**src/hw/timer_ctl_regs.svh**
```systemverilog
// Register offsets, field positions, reset values and bus codes of the timer control slice
`ifndef TIMER_CTL_REGS_SVH
`define TIMER_CTL_REGS_SVH
`define TC_ADDR_W        12
`define TC_OFF_WIDTH     12'h000
`define TC_OFF_A_MODE    12'h004
`define TC_OFF_B_MODE    12'h008
`define TC_OFF_CONTROL   12'h00C
`define TC_OFF_STATUS    12'h010
`define TC_RST_WIDTH     3'h0
`define TC_RST_MODE      4'h0
`define TC_RST_CONTROL   12'h000
`define TC_WIDTH_BITS    3
`define TC_MODE_BITS     4
`define TC_CTL_BITS      12
`define TC_CFG_16BIT     2
`define TC_CFG_RTC       3'h1
`define TC_B_EDGE_HI     11
`define TC_B_EDGE_LO     10
`define TC_B_STALL       9
`define TC_B_RUN         8
`define TC_RSVD7         7
`define TC_A_PWM_INV     6
`define TC_A_TRIG_EN     5
`define TC_RTC_EN        4
`define TC_A_EDGE_HI     3
`define TC_A_EDGE_LO     2
`define TC_A_STALL       1
`define TC_A_RUN         0
`define TC_RESP_OKAY     2'h0
`define TC_RESP_SLVERR   2'h2
`endif

```
**src/hw/timer_ctl_pkg.sv**
```systemverilog
// Types shared by the timer control slice
package timer_ctl_pkg;
	typedef enum logic [1:0] {
		MODE_NONE     = 2'b00,
		MODE_ONE_SHOT = 2'b01,
		MODE_PERIODIC = 2'b10,
		MODE_CAPTURE  = 2'b11
	} mode_t;
	typedef struct packed {
		logic        awvalid;
		logic [11:0] awaddr;
		logic        wvalid;
		logic [31:0] wdata;
		logic [3:0]  wstrb;
		logic        bready;
		logic        arvalid;
		logic [11:0] araddr;
		logic        rready;
	} axil_req_t;
	typedef struct packed {
		logic        awready;
		logic        wready;
		logic        bvalid;
		logic [1:0]  bresp;
		logic        arready;
		logic        rvalid;
		logic [31:0] rdata;
		logic [1:0]  rresp;
	} axil_rsp_t;
	typedef struct packed {
		logic [2:0]  cfg;
		logic [3:0]  amode;
		logic [3:0]  bmode;
		logic [11:0] ctl;
		logic        aw_got;
		logic        w_got;
		logic [11:0] waddr;
		logic [31:0] wdata;
		logic [3:0]  wstrb;
		logic        bvalid;
		logic [1:0]  bresp;
		logic        rvalid;
		logic [31:0] rdata;
		logic [1:0]  rresp;
		logic        rd_ctl;
		logic [1:0]  sync_a;
		logic [1:0]  sync_b;
		logic        prev_a;
		logic        prev_b;
		logic        evt_a;
		logic        evt_b;
		logic        pwm;
		logic        trig;
	} state_t;
endpackage : timer_ctl_pkg

```
**src/hw/timer_ctl.sv**
```systemverilog
// Timer width, mode and control registers with capture edge and output gating
`include "timer_ctl_regs.svh"

module timer_ctl (
	// Clock and reset
	input  wire logic                     core_clk_i,
	input  wire logic                     reset_i,
	// Register bus
	input  wire timer_ctl_pkg::axil_req_t axil_req_i,
	output      timer_ctl_pkg::axil_rsp_t axil_rsp_o,
	// Processor debug state
	input  wire logic                     dbg_halt_i,
	// Capture pins
	input  wire logic                     ccp_a_i,
	input  wire logic                     ccp_b_i,
	// Half A raw outputs from the counter core
	input  wire logic                     pwm_a_raw_i,
	input  wire logic                     trig_a_raw_i,
	// Mode and enables toward the counter core
	output      timer_ctl_pkg::mode_t     half_a_mode_o,
	output      timer_ctl_pkg::mode_t     half_b_mode_o,
	output      logic                     split_16bit_o,
	output      logic                     rtc_count_en_o,
	output      logic                     half_a_count_en_o,
	output      logic                     half_b_count_en_o,
	// Capture events and gated outputs
	output      logic                     cap_a_evt_o,
	output      logic                     cap_b_evt_o,
	output      logic                     pwm_a_o,
	output      logic                     adc_trig_o
);
	import timer_ctl_pkg::*;

	state_t s_reg;
	state_t s_next;
	mode_t  a_mode;
	mode_t  b_mode;
	logic   a_frozen;
	logic   b_frozen;
	logic   a_armed;
	logic   b_armed;
	logic   wr_fire;
	logic   wr_hit;
	logic   rd_hit;

	// Two-bit mode field to mode, code 00 means no mode
	function automatic mode_t dec_mode(input logic [1:0] f);
		dec_mode = MODE_NONE;
		unique case (f)
			2'b01: dec_mode = MODE_ONE_SHOT;
			2'b10: dec_mode = MODE_PERIODIC;
			2'b11: dec_mode = MODE_CAPTURE;
			2'b00: dec_mode = MODE_NONE;
		endcase
	endfunction : dec_mode

	// Selected edge between previous and current synchronised level
	function automatic logic edge_hit(input logic [1:0] sel, input logic cur,
					  input logic prev);
		edge_hit = 1'b0;
		unique case (sel)
			2'b00: edge_hit = cur & ~prev;
			2'b01: edge_hit = ~cur & prev;
			2'b11: edge_hit = cur ^ prev;
			2'b10: edge_hit = 1'b0;
		endcase
	endfunction : edge_hit

	// Byte-lane merge of a write into a stored word
	function automatic logic [31:0] merge(input logic [31:0] old, input logic [31:0] nw,
					       input logic [3:0] strb);
		merge = old;
		for (int i = 0; i < 4; i++) begin
			if (strb[i]) begin
				merge[i*8 +: 8] = nw[i*8 +: 8];
			end
		end
	endfunction : merge

	// Address is one of the writable registers
	function automatic logic mapped(input logic [11:0] a);
		mapped = (a == `TC_OFF_WIDTH) || (a == `TC_OFF_A_MODE) ||
			 (a == `TC_OFF_B_MODE) || (a == `TC_OFF_CONTROL);
	endfunction : mapped

	// Effective modes from width configuration
	always_comb begin
		split_16bit_o = s_reg.cfg[`TC_CFG_16BIT];
		a_mode        = dec_mode(s_reg.amode[1:0]);
		b_mode        = split_16bit_o ? dec_mode(s_reg.bmode[1:0]) : a_mode;
		half_a_mode_o = a_mode;
		half_b_mode_o = b_mode;
	end

	// Run and debug freeze per half
	// Freeze needs the stall bit and a halted core, so a running core ignores it
	always_comb begin
		a_frozen          = s_reg.ctl[`TC_A_STALL] & dbg_halt_i;
		b_frozen          = s_reg.ctl[`TC_B_STALL] & dbg_halt_i;
		half_a_count_en_o = s_reg.ctl[`TC_A_RUN] & ~a_frozen;
		half_b_count_en_o = s_reg.ctl[`TC_B_RUN] & ~b_frozen;
		a_armed           = half_a_count_en_o & (a_mode == MODE_CAPTURE);
		b_armed           = half_b_count_en_o & (b_mode == MODE_CAPTURE);
		rtc_count_en_o    = s_reg.ctl[`TC_RTC_EN];
	end

	// Registered outputs
	always_comb begin
		cap_a_evt_o = s_reg.evt_a;
		cap_b_evt_o = s_reg.evt_b;
		pwm_a_o     = s_reg.pwm;
		adc_trig_o  = s_reg.trig;
	end

	// Bus handshakes from state
	// Readiness drops once a channel is held, so a second request waits for the answer
	always_comb begin
		wr_fire            = s_reg.aw_got & s_reg.w_got & ~s_reg.bvalid;
		wr_hit             = mapped(s_reg.waddr);
		rd_hit             = mapped(axil_req_i.araddr) || (axil_req_i.araddr == `TC_OFF_STATUS);
		axil_rsp_o.awready = ~s_reg.aw_got & ~s_reg.bvalid;
		axil_rsp_o.wready  = ~s_reg.w_got & ~s_reg.bvalid;
		axil_rsp_o.bvalid  = s_reg.bvalid;
		axil_rsp_o.bresp   = s_reg.bresp;
		axil_rsp_o.arready = ~s_reg.rvalid;
		axil_rsp_o.rvalid  = s_reg.rvalid;
		axil_rsp_o.rdata   = s_reg.rdata;
		axil_rsp_o.rresp   = s_reg.rresp;
	end

	// Next state: bus slave, registers, synchronisers and gated outputs
	always_comb begin
		logic [31:0] w;
		w      = 32'h0000_0000;
		s_next = s_reg;
		// Write address and data taken in either order
		if (axil_req_i.awvalid && axil_rsp_o.awready) begin
			s_next.aw_got = 1'b1;
			s_next.waddr  = axil_req_i.awaddr;
		end
		if (axil_req_i.wvalid && axil_rsp_o.wready) begin
			s_next.w_got = 1'b1;
			s_next.wdata = axil_req_i.wdata;
			s_next.wstrb = axil_req_i.wstrb;
		end
		if (wr_fire) begin
			s_next.aw_got = 1'b0;
			s_next.w_got  = 1'b0;
			s_next.bvalid = 1'b1;
			s_next.bresp  = wr_hit ? `TC_RESP_OKAY : `TC_RESP_SLVERR;
			unique case (s_reg.waddr)
				`TC_OFF_WIDTH: begin
					w           = merge({29'h0, s_reg.cfg}, s_reg.wdata, s_reg.wstrb);
					s_next.cfg  = w[2:0];
				end
				`TC_OFF_A_MODE: begin
					w            = merge({28'h0, s_reg.amode}, s_reg.wdata, s_reg.wstrb);
					s_next.amode = w[3:0];
				end
				`TC_OFF_B_MODE: begin
					w            = merge({28'h0, s_reg.bmode}, s_reg.wdata, s_reg.wstrb);
					s_next.bmode = w[3:0];
				end
				`TC_OFF_CONTROL: begin
					w                   = merge({20'h0, s_reg.ctl}, s_reg.wdata,
								    s_reg.wstrb);
					s_next.ctl          = w[11:0];
					s_next.ctl[`TC_RSVD7] = 1'b0;
				end
				default: begin
					w = 32'h0000_0000;
				end
			endcase
		end
		if (s_reg.bvalid && axil_req_i.bready) begin
			s_next.bvalid = 1'b0;
		end
		// Read channel, one word per request
		if (s_reg.rvalid && axil_req_i.rready) begin
			s_next.rvalid = 1'b0;
		end
		if (axil_req_i.arvalid && axil_rsp_o.arready) begin
			s_next.rvalid = 1'b1;
			s_next.rresp  = rd_hit ? `TC_RESP_OKAY : `TC_RESP_SLVERR;
			s_next.rd_ctl = (axil_req_i.araddr == `TC_OFF_CONTROL);
			unique case (axil_req_i.araddr)
				`TC_OFF_WIDTH:   s_next.rdata = {29'h0, s_reg.cfg};
				`TC_OFF_A_MODE:  s_next.rdata = {28'h0, s_reg.amode};
				`TC_OFF_B_MODE:  s_next.rdata = {28'h0, s_reg.bmode};
				`TC_OFF_CONTROL: s_next.rdata = {20'h0, s_reg.ctl};
				`TC_OFF_STATUS:  s_next.rdata = {24'h0, dbg_halt_i,
								 half_b_count_en_o, half_a_count_en_o,
								 split_16bit_o, b_mode, a_mode};
				default:         s_next.rdata = 32'h0000_0000;
			endcase
		end
		// Pin synchronisers, second stage feeds edge history
		// First stage may settle late, so only the second stage is ever read
		s_next.sync_a = {s_reg.sync_a[0], ccp_a_i};
		s_next.sync_b = {s_reg.sync_b[0], ccp_b_i};
		s_next.prev_a = s_reg.sync_a[1];
		s_next.prev_b = s_reg.sync_b[1];
		// One event per chosen edge while armed and not frozen
		s_next.evt_a = a_armed & edge_hit(s_reg.ctl[`TC_A_EDGE_HI:`TC_A_EDGE_LO],
						   s_reg.sync_a[1], s_reg.prev_a);
		s_next.evt_b = b_armed & edge_hit(s_reg.ctl[`TC_B_EDGE_HI:`TC_B_EDGE_LO],
						   s_reg.sync_b[1], s_reg.prev_b);
		// Half A output shaping
		s_next.pwm  = pwm_a_raw_i ^ s_reg.ctl[`TC_A_PWM_INV];
		s_next.trig = trig_a_raw_i & s_reg.ctl[`TC_A_TRIG_EN];
	end

	// State register
	// Synchronous reset clears everything, then fields take their reset values
	always_ff @(posedge core_clk_i) begin
		if (reset_i) begin
			s_reg       <= '0;
			s_reg.cfg   <= `TC_RST_WIDTH;
			s_reg.amode <= `TC_RST_MODE;
			s_reg.bmode <= `TC_RST_MODE;
			s_reg.ctl   <= `TC_RST_CONTROL;
		end else begin
			s_reg <= s_next;
		end
	end
endmodule : timer_ctl

```
**config.mk**
```make
export PLATFORM = sky130hd
export DESIGN_NAME = timer_ctl
export DESIGN_NICKNAME = d
export VERILOG_FILES = /design/src/hw/timer_ctl_pkg.sv /design/src/hw/timer_ctl.sv
export VERILOG_INCLUDE_DIRS = /design/src /design/src/hw
export SDC_FILE = /design/constraint.sdc
export NUM_CORES = 1
export LEC_CHECK = 0
export ABC_AREA = 1
export BUFFER_PORTS_ARGS = -buffer_cell sky130_fd_sc_hd__buf_2
export CAP_MARGIN = 40
export CELL_PAD_IN_SITES_DETAIL_PLACEMENT = 1
export CELL_PAD_IN_SITES_GLOBAL_PLACEMENT = 1
export CORE_MARGIN = 2
export CORE_UTILIZATION = 34
export DETAILED_ROUTE_END_ITERATION = 8
export PLACE_DENSITY = 0.75
export SLEW_MARGIN = 20
export SYNTH_ARGS = -nofsm -noshare
export SYNTH_HDL_FRONTEND = slang
export SYNTH_SLANG_ARGS = --single-unit
```
**constraint.sdc**
```tcl
create_clock -name core_clk_i -period 1.81 [get_ports core_clk_i]
set_clock_uncertainty 0.2 [all_clocks]
set_input_delay 0 -clock core_clk_i [delete_from_list [all_inputs] [get_ports core_clk_i]]
set_output_delay 0 -clock core_clk_i [all_outputs]
set_load 0.005 [all_outputs]
```
== Yosys cells after proc, flatten, opt, wreduce, memory -nomap -nowiden ==
Cells that the tools add are included.

* Flip-flop bits (word level): 99
* Latch bits: 0
* RAM bits: 0
* Bits in read-only memories: 0
* Logic and storage cells: 111
* Memories kept: 0

* Add/sub/neg operators: 0
* Multipliers: 0
* Divide/modulo/power cells: 0
* Magnitude comparators: 0
* Eq/ne operators: 21
* Shift operators: 0
* Multiplexer cells: 10
* Bitwise logic cells: 30
* Reduce and logical (&&, ||, !) cells: 26

{| class="wikitable"
|+ Operator list
! cell !! number
|-
| $pmux 12 s5 || 1
|-
| $eq 12x4->1 const B || 4
|-
| $mux 36 || 1
|-
| $eq 12x3->1 const B || 2
|-
| $logic_not 12->1 || 2
|-
| $eq 2x2->1 const B || 10
|-
| $and 1x1->1 || 17
|-
| $pmux 2 s4 || 2
|-
| $reduce_and 3->1 || 5
|-
| $eq 12x5->1 const B || 1
|-
| $not 1->1 || 10
|-
| $eq 2x1->1 const B || 4
|-
| $logic_not 2->1 || 4
|-
| $pmux 1 s4 || 2
|-
| $logic_or 1x1->1 || 7
|-
| $mux 2 || 3
|-
| $logic_and 1x1->1 || 5
|-
| $reduce_or 2->1 || 2
|-
| $xor 1x1->1 || 3
|-
| $reduce_bool 2->1 || 1
|-
| $mux 1 || 1
|}

== Depth between registers and ports, before layout ==
Gate-level depths: netlist of run 1.

* Depth in word-level cells: 7
* Mapped depth: 10

== Least setup slack after synthesis of run 1 ==
OpenSTA, ideal clock, no wires.

* Kind: register to register
* From: register s_reg (netlist bit axil_rsp_o[38])
* To: register s_reg[104] (netlist name)
* Setup time: 117 ps
* Arrival time: 1196 ps
* Data required time: 1493 ps
* Path slack: 298 ps
* Stages on the path, launching flop included: 8
* Buffers on the path: 1
* Period minus slack after synthesis: 1512 ps
* Cell sequence: dfxtp_1 > nor3_2 > inv_2 > nor2_4 > nand3_2 > buf_6 > o21ai_1 > a21oi_1

* Cells in the longest elaborated chain, start to end: 3

{| class="wikitable"
|+ Ends and longest elaborated chain
! element !! line !! source
|-
| from (decl) || timer_ctl.sv:34 || <nowiki>state_t s_reg;</nowiki>
|-
| from (signal assigned) || timer_ctl.sv:223 || <nowiki>s_reg <= s_next;</nowiki>
|-
| $not 1->1 || timer_ctl.sv:118 || <nowiki>wr_fire = s_reg.aw_got & s_reg.w_got & ~s_reg.bvalid;</nowiki>
|-
| $and 1x1->1 || timer_ctl.sv:118 ||
|-
| $reduce_and 3->1 (no line) || - ||
|}

No other way between the ends.
A chain may end at the register's enable or synchronous reset.

== Final worst setup path of run 1 ==
* From: register s_reg[93] (netlist name)
* To: register s_reg[107] (netlist name)

* Cells in the longest elaborated chain, start to end: 2

{| class="wikitable"
|+ Ends and longest elaborated chain
! element
|-
| $eq 12x4->1
|-
| $reduce_and 3->1 (no line)
|}

No other way between the ends.

==> results of run 1 <==
[synthesized netlist by cell type (2+ instances only)]
cell / n
dfxtp_1: 75
nor2_1: 73
o21ai_0: 51
inv_1: 50
a21oi_1: 47
nand2_1: 45
buf_4: 38
nand3_1: 25
clkbuf_1: 12
nor3_1: 9
ha_1: 4
nand4_1: 3
buf_2: 2
nor2_4: 2
nor4_1: 2
o21ai_2: 2
o22ai_1: 2
[report_power, final]
group | switching (mW) | internal, mW | total (mW)
sequential | 0.0489 | 1.73 | 1.78
combinational | 0.269 | 0.226 | 0.496
clock | 0.655 | 0.637 | 1.29
total | 0.973 | 2.59 | 3.56
[critical path, cell delays in order, from the launching register on]
cell and delay, ps:
dfxtp_1 320, nor2_1 120, nand2_1 100, nor2_4 240, nand4_1 280, buf_4 240
a21oi_1 160
[cell type report]
cell class | count | area share, %
sequential | 75 | 33.48
multi-input combinational | 295 | 31.78
timing repair buffer | 144 | 22.36
inverter | 51 | 4.349
tap | 133 | 3.708
clock buffer | 10 | 2.844
clock inverter | 6 | 1.478
[through the flow]
stage / area [um^2] / util [%]
after detailed placement: 3757 / 38.80
final: 4488 / 46.34
after CTS: 4442 / 45.87
after global routing: 4488 / 46.34
after floorplan: 3431 / -
after global placement: 3757 / 38.80
[layout by cell type, fill, tap and decap left out, types with 3 or more instances in the layout]
cell type	synthesis	layout
nand3_2	1	3
o21ai_0	51	47
clkbuf_8	0	9
ha_1	4	4
buf_2	2	79
nor3_1	9	8
nand3_1	25	22
nand4_1	3	3
clkinvlp_4	0	4
o21ai_1	1	5
dfxtp_1	75	74
conb_1	1	22
nor2_4	2	3
nand2_1	45	44
buf_4	38	17
inv_1	50	49
a21oi_1	47	47
dlygate4sd3_1	0	48
nor2_1	73	72
[routing by layer]
metal,global-route usage [%],vias up
met3,3.293,13
met2,33.42,73
met1,22.47,1538
met4,7.085,0
li1,-,1646
met5,0,-
[cell families after synthesis]
| kind of cell | Yosys count | synth area share [%] |
|---|---|---|
| AOI/OAI and AO/OA | 106 | 16.35 |
| xor gates and xnor gates | 1 | 0.2613 |
| adders and majority gates | 4 | 1.493 |
| buffers and inverters | 105 | 16.31 |
| DFF | 75 | 44.79 |
| other | 1 | 0.1119 |
| and+or+nand+nor | 162 | 20.68 |
[final timing paths]
path                                from                    endpoint  depth (start not counted)
setup / recovery  s_reg[93]$_SDFFE_PP0P_     s_reg[107]$_SDFFE_PP0P_                          6
setup reg to reg  s_reg[93]$_SDFFE_PP0P_     s_reg[107]$_SDFFE_PP0P_                          6
hold / removal             axil_req_i[9]  axil_rsp_o[1]$_SDFFE_PP0P_                          7
hold reg to reg     s_next[7]$_SDFF_PP0_        s_next[4]$_SDFF_PP0_                          2
[repair_timing]
action                                  4_1_cts  5_1_grt
hold endpoints to repair                     55        0
endpoints found under the setup margin        0       37
hold buffers                                 49        0
resized for setup                             0       15
setup buffers                                 0        1
==> results.toml, run 1 <==
[sta]
fmax_mhz = 580.3
setup_viol = 0
rsz0062_at_grt = "no"
holdWs_ps = 40.40
fin_setup_tns_ps = 0
hold_viol_final = 0
layout_worst_path_cycle_share_pct = 95.21
report.final.slew_viol_count = 0
finalCriticalPeriod_ps = 1723
timing.final.ws_setup_ps = 86.61

[cells_and_area]
antenna_cells = 0
layout-drive-gt1-share_pct = 21.86
multiInputGateArea_um2 = 1426
final_cells = 714
largest_reg_flops = 49
area_growth_pct = 33.89
fillers = 1246
seqCellArea_um2 = 1503
nets = 652

[grt]
grt_pass1_vias = 3332
grt_max_degree = 21
grt_pass1_wl_mm = 15.33
antenna_found_initial = 0
grt_usage_pct = 18.73
grt.overflow.total = 0

[clocking]
clock_sinks = 75
tritoncts = "built"
cts-root-buf = "clkbuf_8"
worstSkewPairLatency_ps = 350
cts_inserted_buffers = 9
cts.path.max_buffers = 2
clkTransAtPathRegs_ps = 80
cts.htree.levels = 3

[placement]
hpwl_mm = 6.761
portBuffers = 79
place_ws_ps = 34.14
place_congestion = 0.8480
placedCellCount = 649

[routing]
num_vias = 3270
drtIter0Drc = 82
wirelength_mm = 9.583
top_layer_used = "met4"
dr_wl_met2_mm = 4.970
wire_per_inst_um = 13.42
vias_per_cell = 4.580
wl_met1_mm = 4.139
ant_nets = 0
drc = 0
wl_met3_um = 302
first_pass_iters = 4

[hold_path]
hp-class = "input pin to flip-flop"

[logic_synthesis]
async_flop_share_pct = 0
yosysWarnings = 0
synthTopCellsByArea = "dfxtp_1 (45%), buf_4 (8.5%), nor2_1 (8.2%)"
synth_cell_types = 29
syn_inst = 454
avgSynthCellArea_um2 = 7.383
yosysTopAreaCellShare_pct = 44.79
yosys_most_used_dff = "dfxtp_1"
ys_ff_latch = 75
synth_edf_count = 0
yosysSeqAreaShare_pct = 44.79
netlist_area_um2 = 3352
yosys.area.top_type = "dfxtp_1"

[floorplanning]
core_area_um2 = 9684
start_util_pct = 34.61
dieArea_um2 = 10670
row_count = 36
io-pin-count = 125
dieWidth_um = 103.3
fp.dieH_um = 103.3

[power]
p_total_mw = 3.565
leakage_nw = 1.949
vdd_drop_max_uv = 383.4
power.density_nw_per_um2 = 794.3

[critical_path]
crit_fanout = 6
cp.arrival_ps = 1810
worst_setup_path_end_kind = "flip-flop"
required_ps = 1890
r2r_slack_ps = 90
crit_path_start_kind = "flip-flop"
critPathKind = "flip-flop to flip-flop"

[status]
run_status = "completed"

[flow_run]
cap_violations = 0
(Power assumes the default switching activity.)
==> run 2, diff against run 1 <==
--- a/config.mk
+++ b/config.mk
@@ -12,9 +12,9 @@
 export CELL_PAD_IN_SITES_DETAIL_PLACEMENT = 1
 export CELL_PAD_IN_SITES_GLOBAL_PLACEMENT = 1
 export CORE_MARGIN = 2
-export CORE_UTILIZATION = 34
+export CORE_UTILIZATION = 37
 export DETAILED_ROUTE_END_ITERATION = 8
-export PLACE_DENSITY = 0.75
+export PLACE_DENSITY = 0.81
 export SLEW_MARGIN = 20
 export SYNTH_ARGS = -nofsm -noshare
 export SYNTH_HDL_FRONTEND = slang
==> constraint.sdc (replaced) <==
create_clock -name core_clk_i -period 2.15 [get_ports core_clk_i]
set_clock_uncertainty 0.2 [all_clocks]
set_input_delay 0 -clock core_clk_i [delete_from_list [all_inputs] [get_ports core_clk_i]]
set_output_delay 0 -clock core_clk_i [all_outputs]
set_load 0.005 [all_outputs]
==> results.toml, run 2 (same netlist as run 1, synthesis figures left out) <==
[routing]
wire_per_inst_um = 14.06
drc = 0
first_pass_iters = 4
drtIter0Drc = 112
num_vias = 3229
vias_per_cell = 4.777
ant_nets = 0
wirelength_mm = 9.506

[grt]
antenna_found_initial = 0
grt_max_degree = 32
grt_usage_pct = 19.95
grt_pass1_vias = 3367
grt.overflow.total = 0
grt_pass1_wl_mm = 15.75

[sta]
worst_pin_slew_ps = 671.3
fmax_mhz = 489.5
layout_worst_path_cycle_share_pct = 95.03
finalCriticalPeriod_ps = 2043
relSlewSlack_pct = 54.77
setup_viol = 0
holdWs_ps = 23.26
report.final.slew_viol_count = 0
hold_viol_final = 0

[floorplanning]
dieWidth_um = 99.18
io-pin-count = 125
dieArea_um2 = 9837
core_area_um2 = 8763
fp.dieH_um = 99.18
start_util_pct = 38.25
row_count = 34

[placement]
place_congestion = 0.9293
portBuffers = 79
hpwl_mm = 6.497

[power]
power.density_nw_per_um2 = 674.9
vdd_drop_max_uv = 368.9
p_total_mw = 2.899
leakage_nw = 1.881

[critical_path]
slowest_stage = "dlygate4sd3_1"
cp_cell_sequence = "dlygate4sd3_1 > buf_2 > nor2_1 > nand2_1 > nor3_1 > nand3_1 > dlygate4sd3_1 > a21oi_1"
cpPeakStageDelay_ps = 590
path_common_cell = "dlygate4sd3_1"
crit_family = "buffers and inverters"
crit_start = "axil_req_i[2]"
required_ps = 2240
path_buf_inv = 3
r2r_slack_ps = 200
critPathKind = "input pin to flip-flop"
r2r_start = "axil_rsp_o[34]$_SDFFE_PP0P_"
worst_setup_path_end_kind = "flip-flop"
cp.arrival_ps = 2130
crit_path_start_kind = "input pin"
crit_fanout = 5

[cells_and_area]
nets = 639
fin_util_pct = 49.01
largest_reg_flops = 49
layout_common_cells = "buf_2 (79), dfxtp_1 (75), nor2_1 (73)"
final_common_cell = "buf_2"
layout-drive-gt1-share_pct = 19.01
area_growth_pct = 28.14
antenna_cells = 0

[status]
run_status = "completed"

[clocking]
cts-root-buf = "clkbuf_8"
cts.path.max_buffers = 2
cts.htree.levels = 3
tritoncts = "built"
clock_sinks = 75
cts_inserted_buffers = 9
clkTransAtPathRegs_ps = 90
worstSkewPairLatency_ps = 350

[hold_path]
hp-class = "input pin to flip-flop"
worstHoldStart = "axil_req_i[9]"

[flow_run]
cap_violations = 0
run 2: per-stage QoR:
stage / area (um^2) / cells / TNS [ps] / worst slack (ps)
finish: 4295 / 676 / 0 / 107.0
global route: 4295 / 676 / -7.643 / -7.643
CTS: 4292 / 676 / 0 / 110.3
detailed placement: 3651 / 614 / 0 / 310.9
global placement: 3651 / 614 / 0 / 379.5
floorplan: 3431 / 475 / 0 / 637.8
run 2: power breakdown:
part / internal (mW) / switching (mW)
Clock: 0.453 / 0.569
Sequential: 1.46 / 0.0416
Combinational: 0.170 / 0.210
Total: 2.08 / 0.820
run 2: worst paths after layout:
check / endpoint / depth (start not counted)
max reg2reg: axil_rsp_o[9]$_SDFFE_PP0P_ / 6
min reg2reg: s_next[4]$_SDFF_PP0_ / 2
max: axil_rsp_o[9]$_SDFFE_PP0P_ / 8
min: axil_rsp_o[1]$_SDFFE_PP0P_ / 7
run 2: cell type report:
cell class | count | area, um^2
Inverter | 51 | 191.4
Tap cell | 108 | 135.1
Multi-Input combinational cell | 295 | 1383
Clock buffer | 11 | 141.4
Timing Repair Buffer | 131 | 904.6
Clock inverter | 5 | 38.79
Sequential cell | 75 | 1501
Fill cell | 1139 | 4468
run 2: worst min-delay path, stage by stage:
cell     delay (ps)
buf_2            80
nor2_1           30
nand2_1         110
nor2_1           80
nand2_1          90
nand2_1          60
a21oi_1         100
run 2: repair_timing:
item                       CTS  global route
resized for setup            0             1
setup endpoints to repair    0             1
hold buffers                46             0
buffers inserted             0             0
hold endpoints to repair    49             0
run 2: routing by layer:
layer	vias to the layer above	global-route usage (%)	routed length (um)
met1	1504	23.68	4098
met2	87	35.86	4778
met4	0	7.271	163
li1	1624	-	-
met3	14	3.654	467
met5	-	0	0
==> run 3, diff against run 2 <==
--- a/config.mk
+++ b/config.mk
@@ -11,6 +11,7 @@
 export CAP_MARGIN = 40
 export CELL_PAD_IN_SITES_DETAIL_PLACEMENT = 1
 export CELL_PAD_IN_SITES_GLOBAL_PLACEMENT = 1
+export CORE_ASPECT_RATIO = 1.1
 export CORE_MARGIN = 2
 export CORE_UTILIZATION = 37
 export DETAILED_ROUTE_END_ITERATION = 8
==> results.toml, run 3 (same netlist as run 1, synthesis figures left out) <==
[critical_path]
cpPeakStageDelay_ps = 570
path_common_cell = "nor2_1"
crit_fanout = 15
required_ps = 2190
worst_setup_path_end_kind = "flip-flop"
cp_cell_sequence = "nor2_1 > nand2_1 > buf_4 > o21ai_0 > dlygate4sd3_1 > nor2_1"
crit_path_start_kind = "flip-flop"
critPathKind = "flip-flop to flip-flop"
worst_r2r_path_depth = 6
slowest_stage = "dlygate4sd3_1"
cp.arrival_ps = 2030

[clocking]
cts.path.max_buffers = 2
clkTransAtPathRegs_ps = 70
post_cts_buffers = 0
clock_sinks = 75
cts_inserted_buffers = 9
tritoncts = "built"
worstSkewPairLatency_ps = 350
cts-root-buf = "clkbuf_8"
cts.htree.levels = 3

[sta]
relSlewSlack_pct = 60.39
worst_pin_slew_ps = 588.0
layout_worst_path_cycle_share_pct = 92.33
finalCriticalPeriod_ps = 1985
fin_setup_tns_ps = 0
hold_viol_final = 0
report.final.slew_viol_count = 0
timing.final.ws_setup_ps = 164.8
fmax_mhz = 503.7
setup_viol = 0
rsz0062_at_grt = "no"

[power]
power.density_nw_per_um2 = 697.6
p_total_mw = 3.045
vdd_drop_max_uv = 531.9
leakage_nw = 1.911

[floorplanning]
dieArea_um2 = 9837
core_area_um2 = 8828
row_count = 36
dieWidth_um = 94.75
start_util_pct = 37.97
fp.dieH_um = 103.8
io-pin-count = 125

[routing]
vias_per_cell = 4.734
wire_per_inst_um = 13.67
first_pass_iters = 4
ant_nets = 0
drc = 0
drtIter0Drc = 79
wirelength_mm = 9.364
num_vias = 3243

[hold_path]
holdPathStages = 7
hp-class = "input pin to flip-flop"

[cells_and_area]
antenna_cells = 0
layout_common_cells = "buf_2 (79), dfxtp_1 (75), nor2_1 (72)"
nets = 642
final_area_um2 = 4364
area_growth_pct = 30.20
layout-drive-gt1-share_pct = 19.09
largest_reg_flops = 49
final_common_cell = "buf_2"

[grt]
grt_pass1_vias = 3360
grt_max_degree = 31
grt_usage_pct = 19.87
grt_pass1_wl_mm = 15.30
antenna_found_initial = 0
grt.overflow.total = 0

[placement]
place_ws_ps = 362.0
placed_cell_area_um2 = 3659
portBuffers = 79
place_congestion = 0.8528
hpwl_mm = 6.551

[status]
run_status = "completed"

[flow_run]
cap_violations = 0
-- run 3: changes by cell type in the layout (fill, tap and decap cells not counted), sizes merged --
cell,change
inv,-1
clkinvlp,-2
bufinv,+2
dlygate4sd3,+3
clkinv,+1
-- run 3: layout make-up --
| cell class | count | area, um^2 |
|---|---|---|
| Tap cell | 114 | 142.6 |
| Inverter | 51 | 195.2 |
| Clock inverter | 5 | 77.57 |
| Timing Repair Buffer | 134 | 930.9 |
| Fill cell | 1143 | 4464 |
| Multi-Input combinational cell | 295 | 1385 |
| Clock buffer | 11 | 131.4 |
| Sequential cell | 75 | 1501 |
-- run 3: path summary, 6_finish.rpt --
path                            slack, ps                        start                         end
worst max-delay path                  160  axil_rsp_o[38]$_SDFFE_PP0P_      s_reg[50]$_SDFFE_PP0P_
worst min-delay path                   20                axil_req_i[7]  axil_rsp_o[1]$_SDFFE_PP0P_
worst max register to register        160  axil_rsp_o[38]$_SDFFE_PP0P_      s_reg[50]$_SDFFE_PP0P_
worst min register to register        220         s_next[7]$_SDFF_PP0_        s_next[4]$_SDFF_PP0_
-- run 3: through the flow --
stage	util, %	hold WS [ps]	cells
detailed placement	41.44	-8.837	620
CTS	49.36	14.84	685
finish	49.43	23.12	685
global placement	41.44	-13.65	620
floorplan	-	-132.9	475
global route	49.43	102.0	685
-- run 3: timing repair --
| action | in CTS | in global routing |
|---|---|---|
| gates resized for setup | 0 | 2 |
| hold endpoints to repair | 50 | 0 |
| hold buffers | 49 | 0 |
| endpoints found under the setup margin | 0 | 1 |
-- run 3: worst max-delay path: cells and delay by family (launching register included) --
kind | cells | cell delay (ps)
DFF | 1 | 380
and+or+nand+nor | 3 | 350
AOI/OAI and AO/OA | 1 | 190
buffers and inverters | 2 | 760
-- run 3: where the power goes --
group / internal [mW] / leakage [nW] / switching, mW
clock: 0.650 / 0.103 / 0.506
combinational: 0.175 / 1.19 / 0.215
sequential: 1.46 / 0.613 / 0.0417
total: 2.28 / 1.91 / 0.763
-- run 3: per-layer routing --
layer / GRT usage [%] / up-vias / share of wire (%)
li1: - / 1628 / -
met1: 21.87 / 1502 / 40
met2: 36.32 / 101 / 53
met3: 5.309 / 12 / 5.3
met4: 6.108 / 0 / 1.3
met5: 0 / - / 0
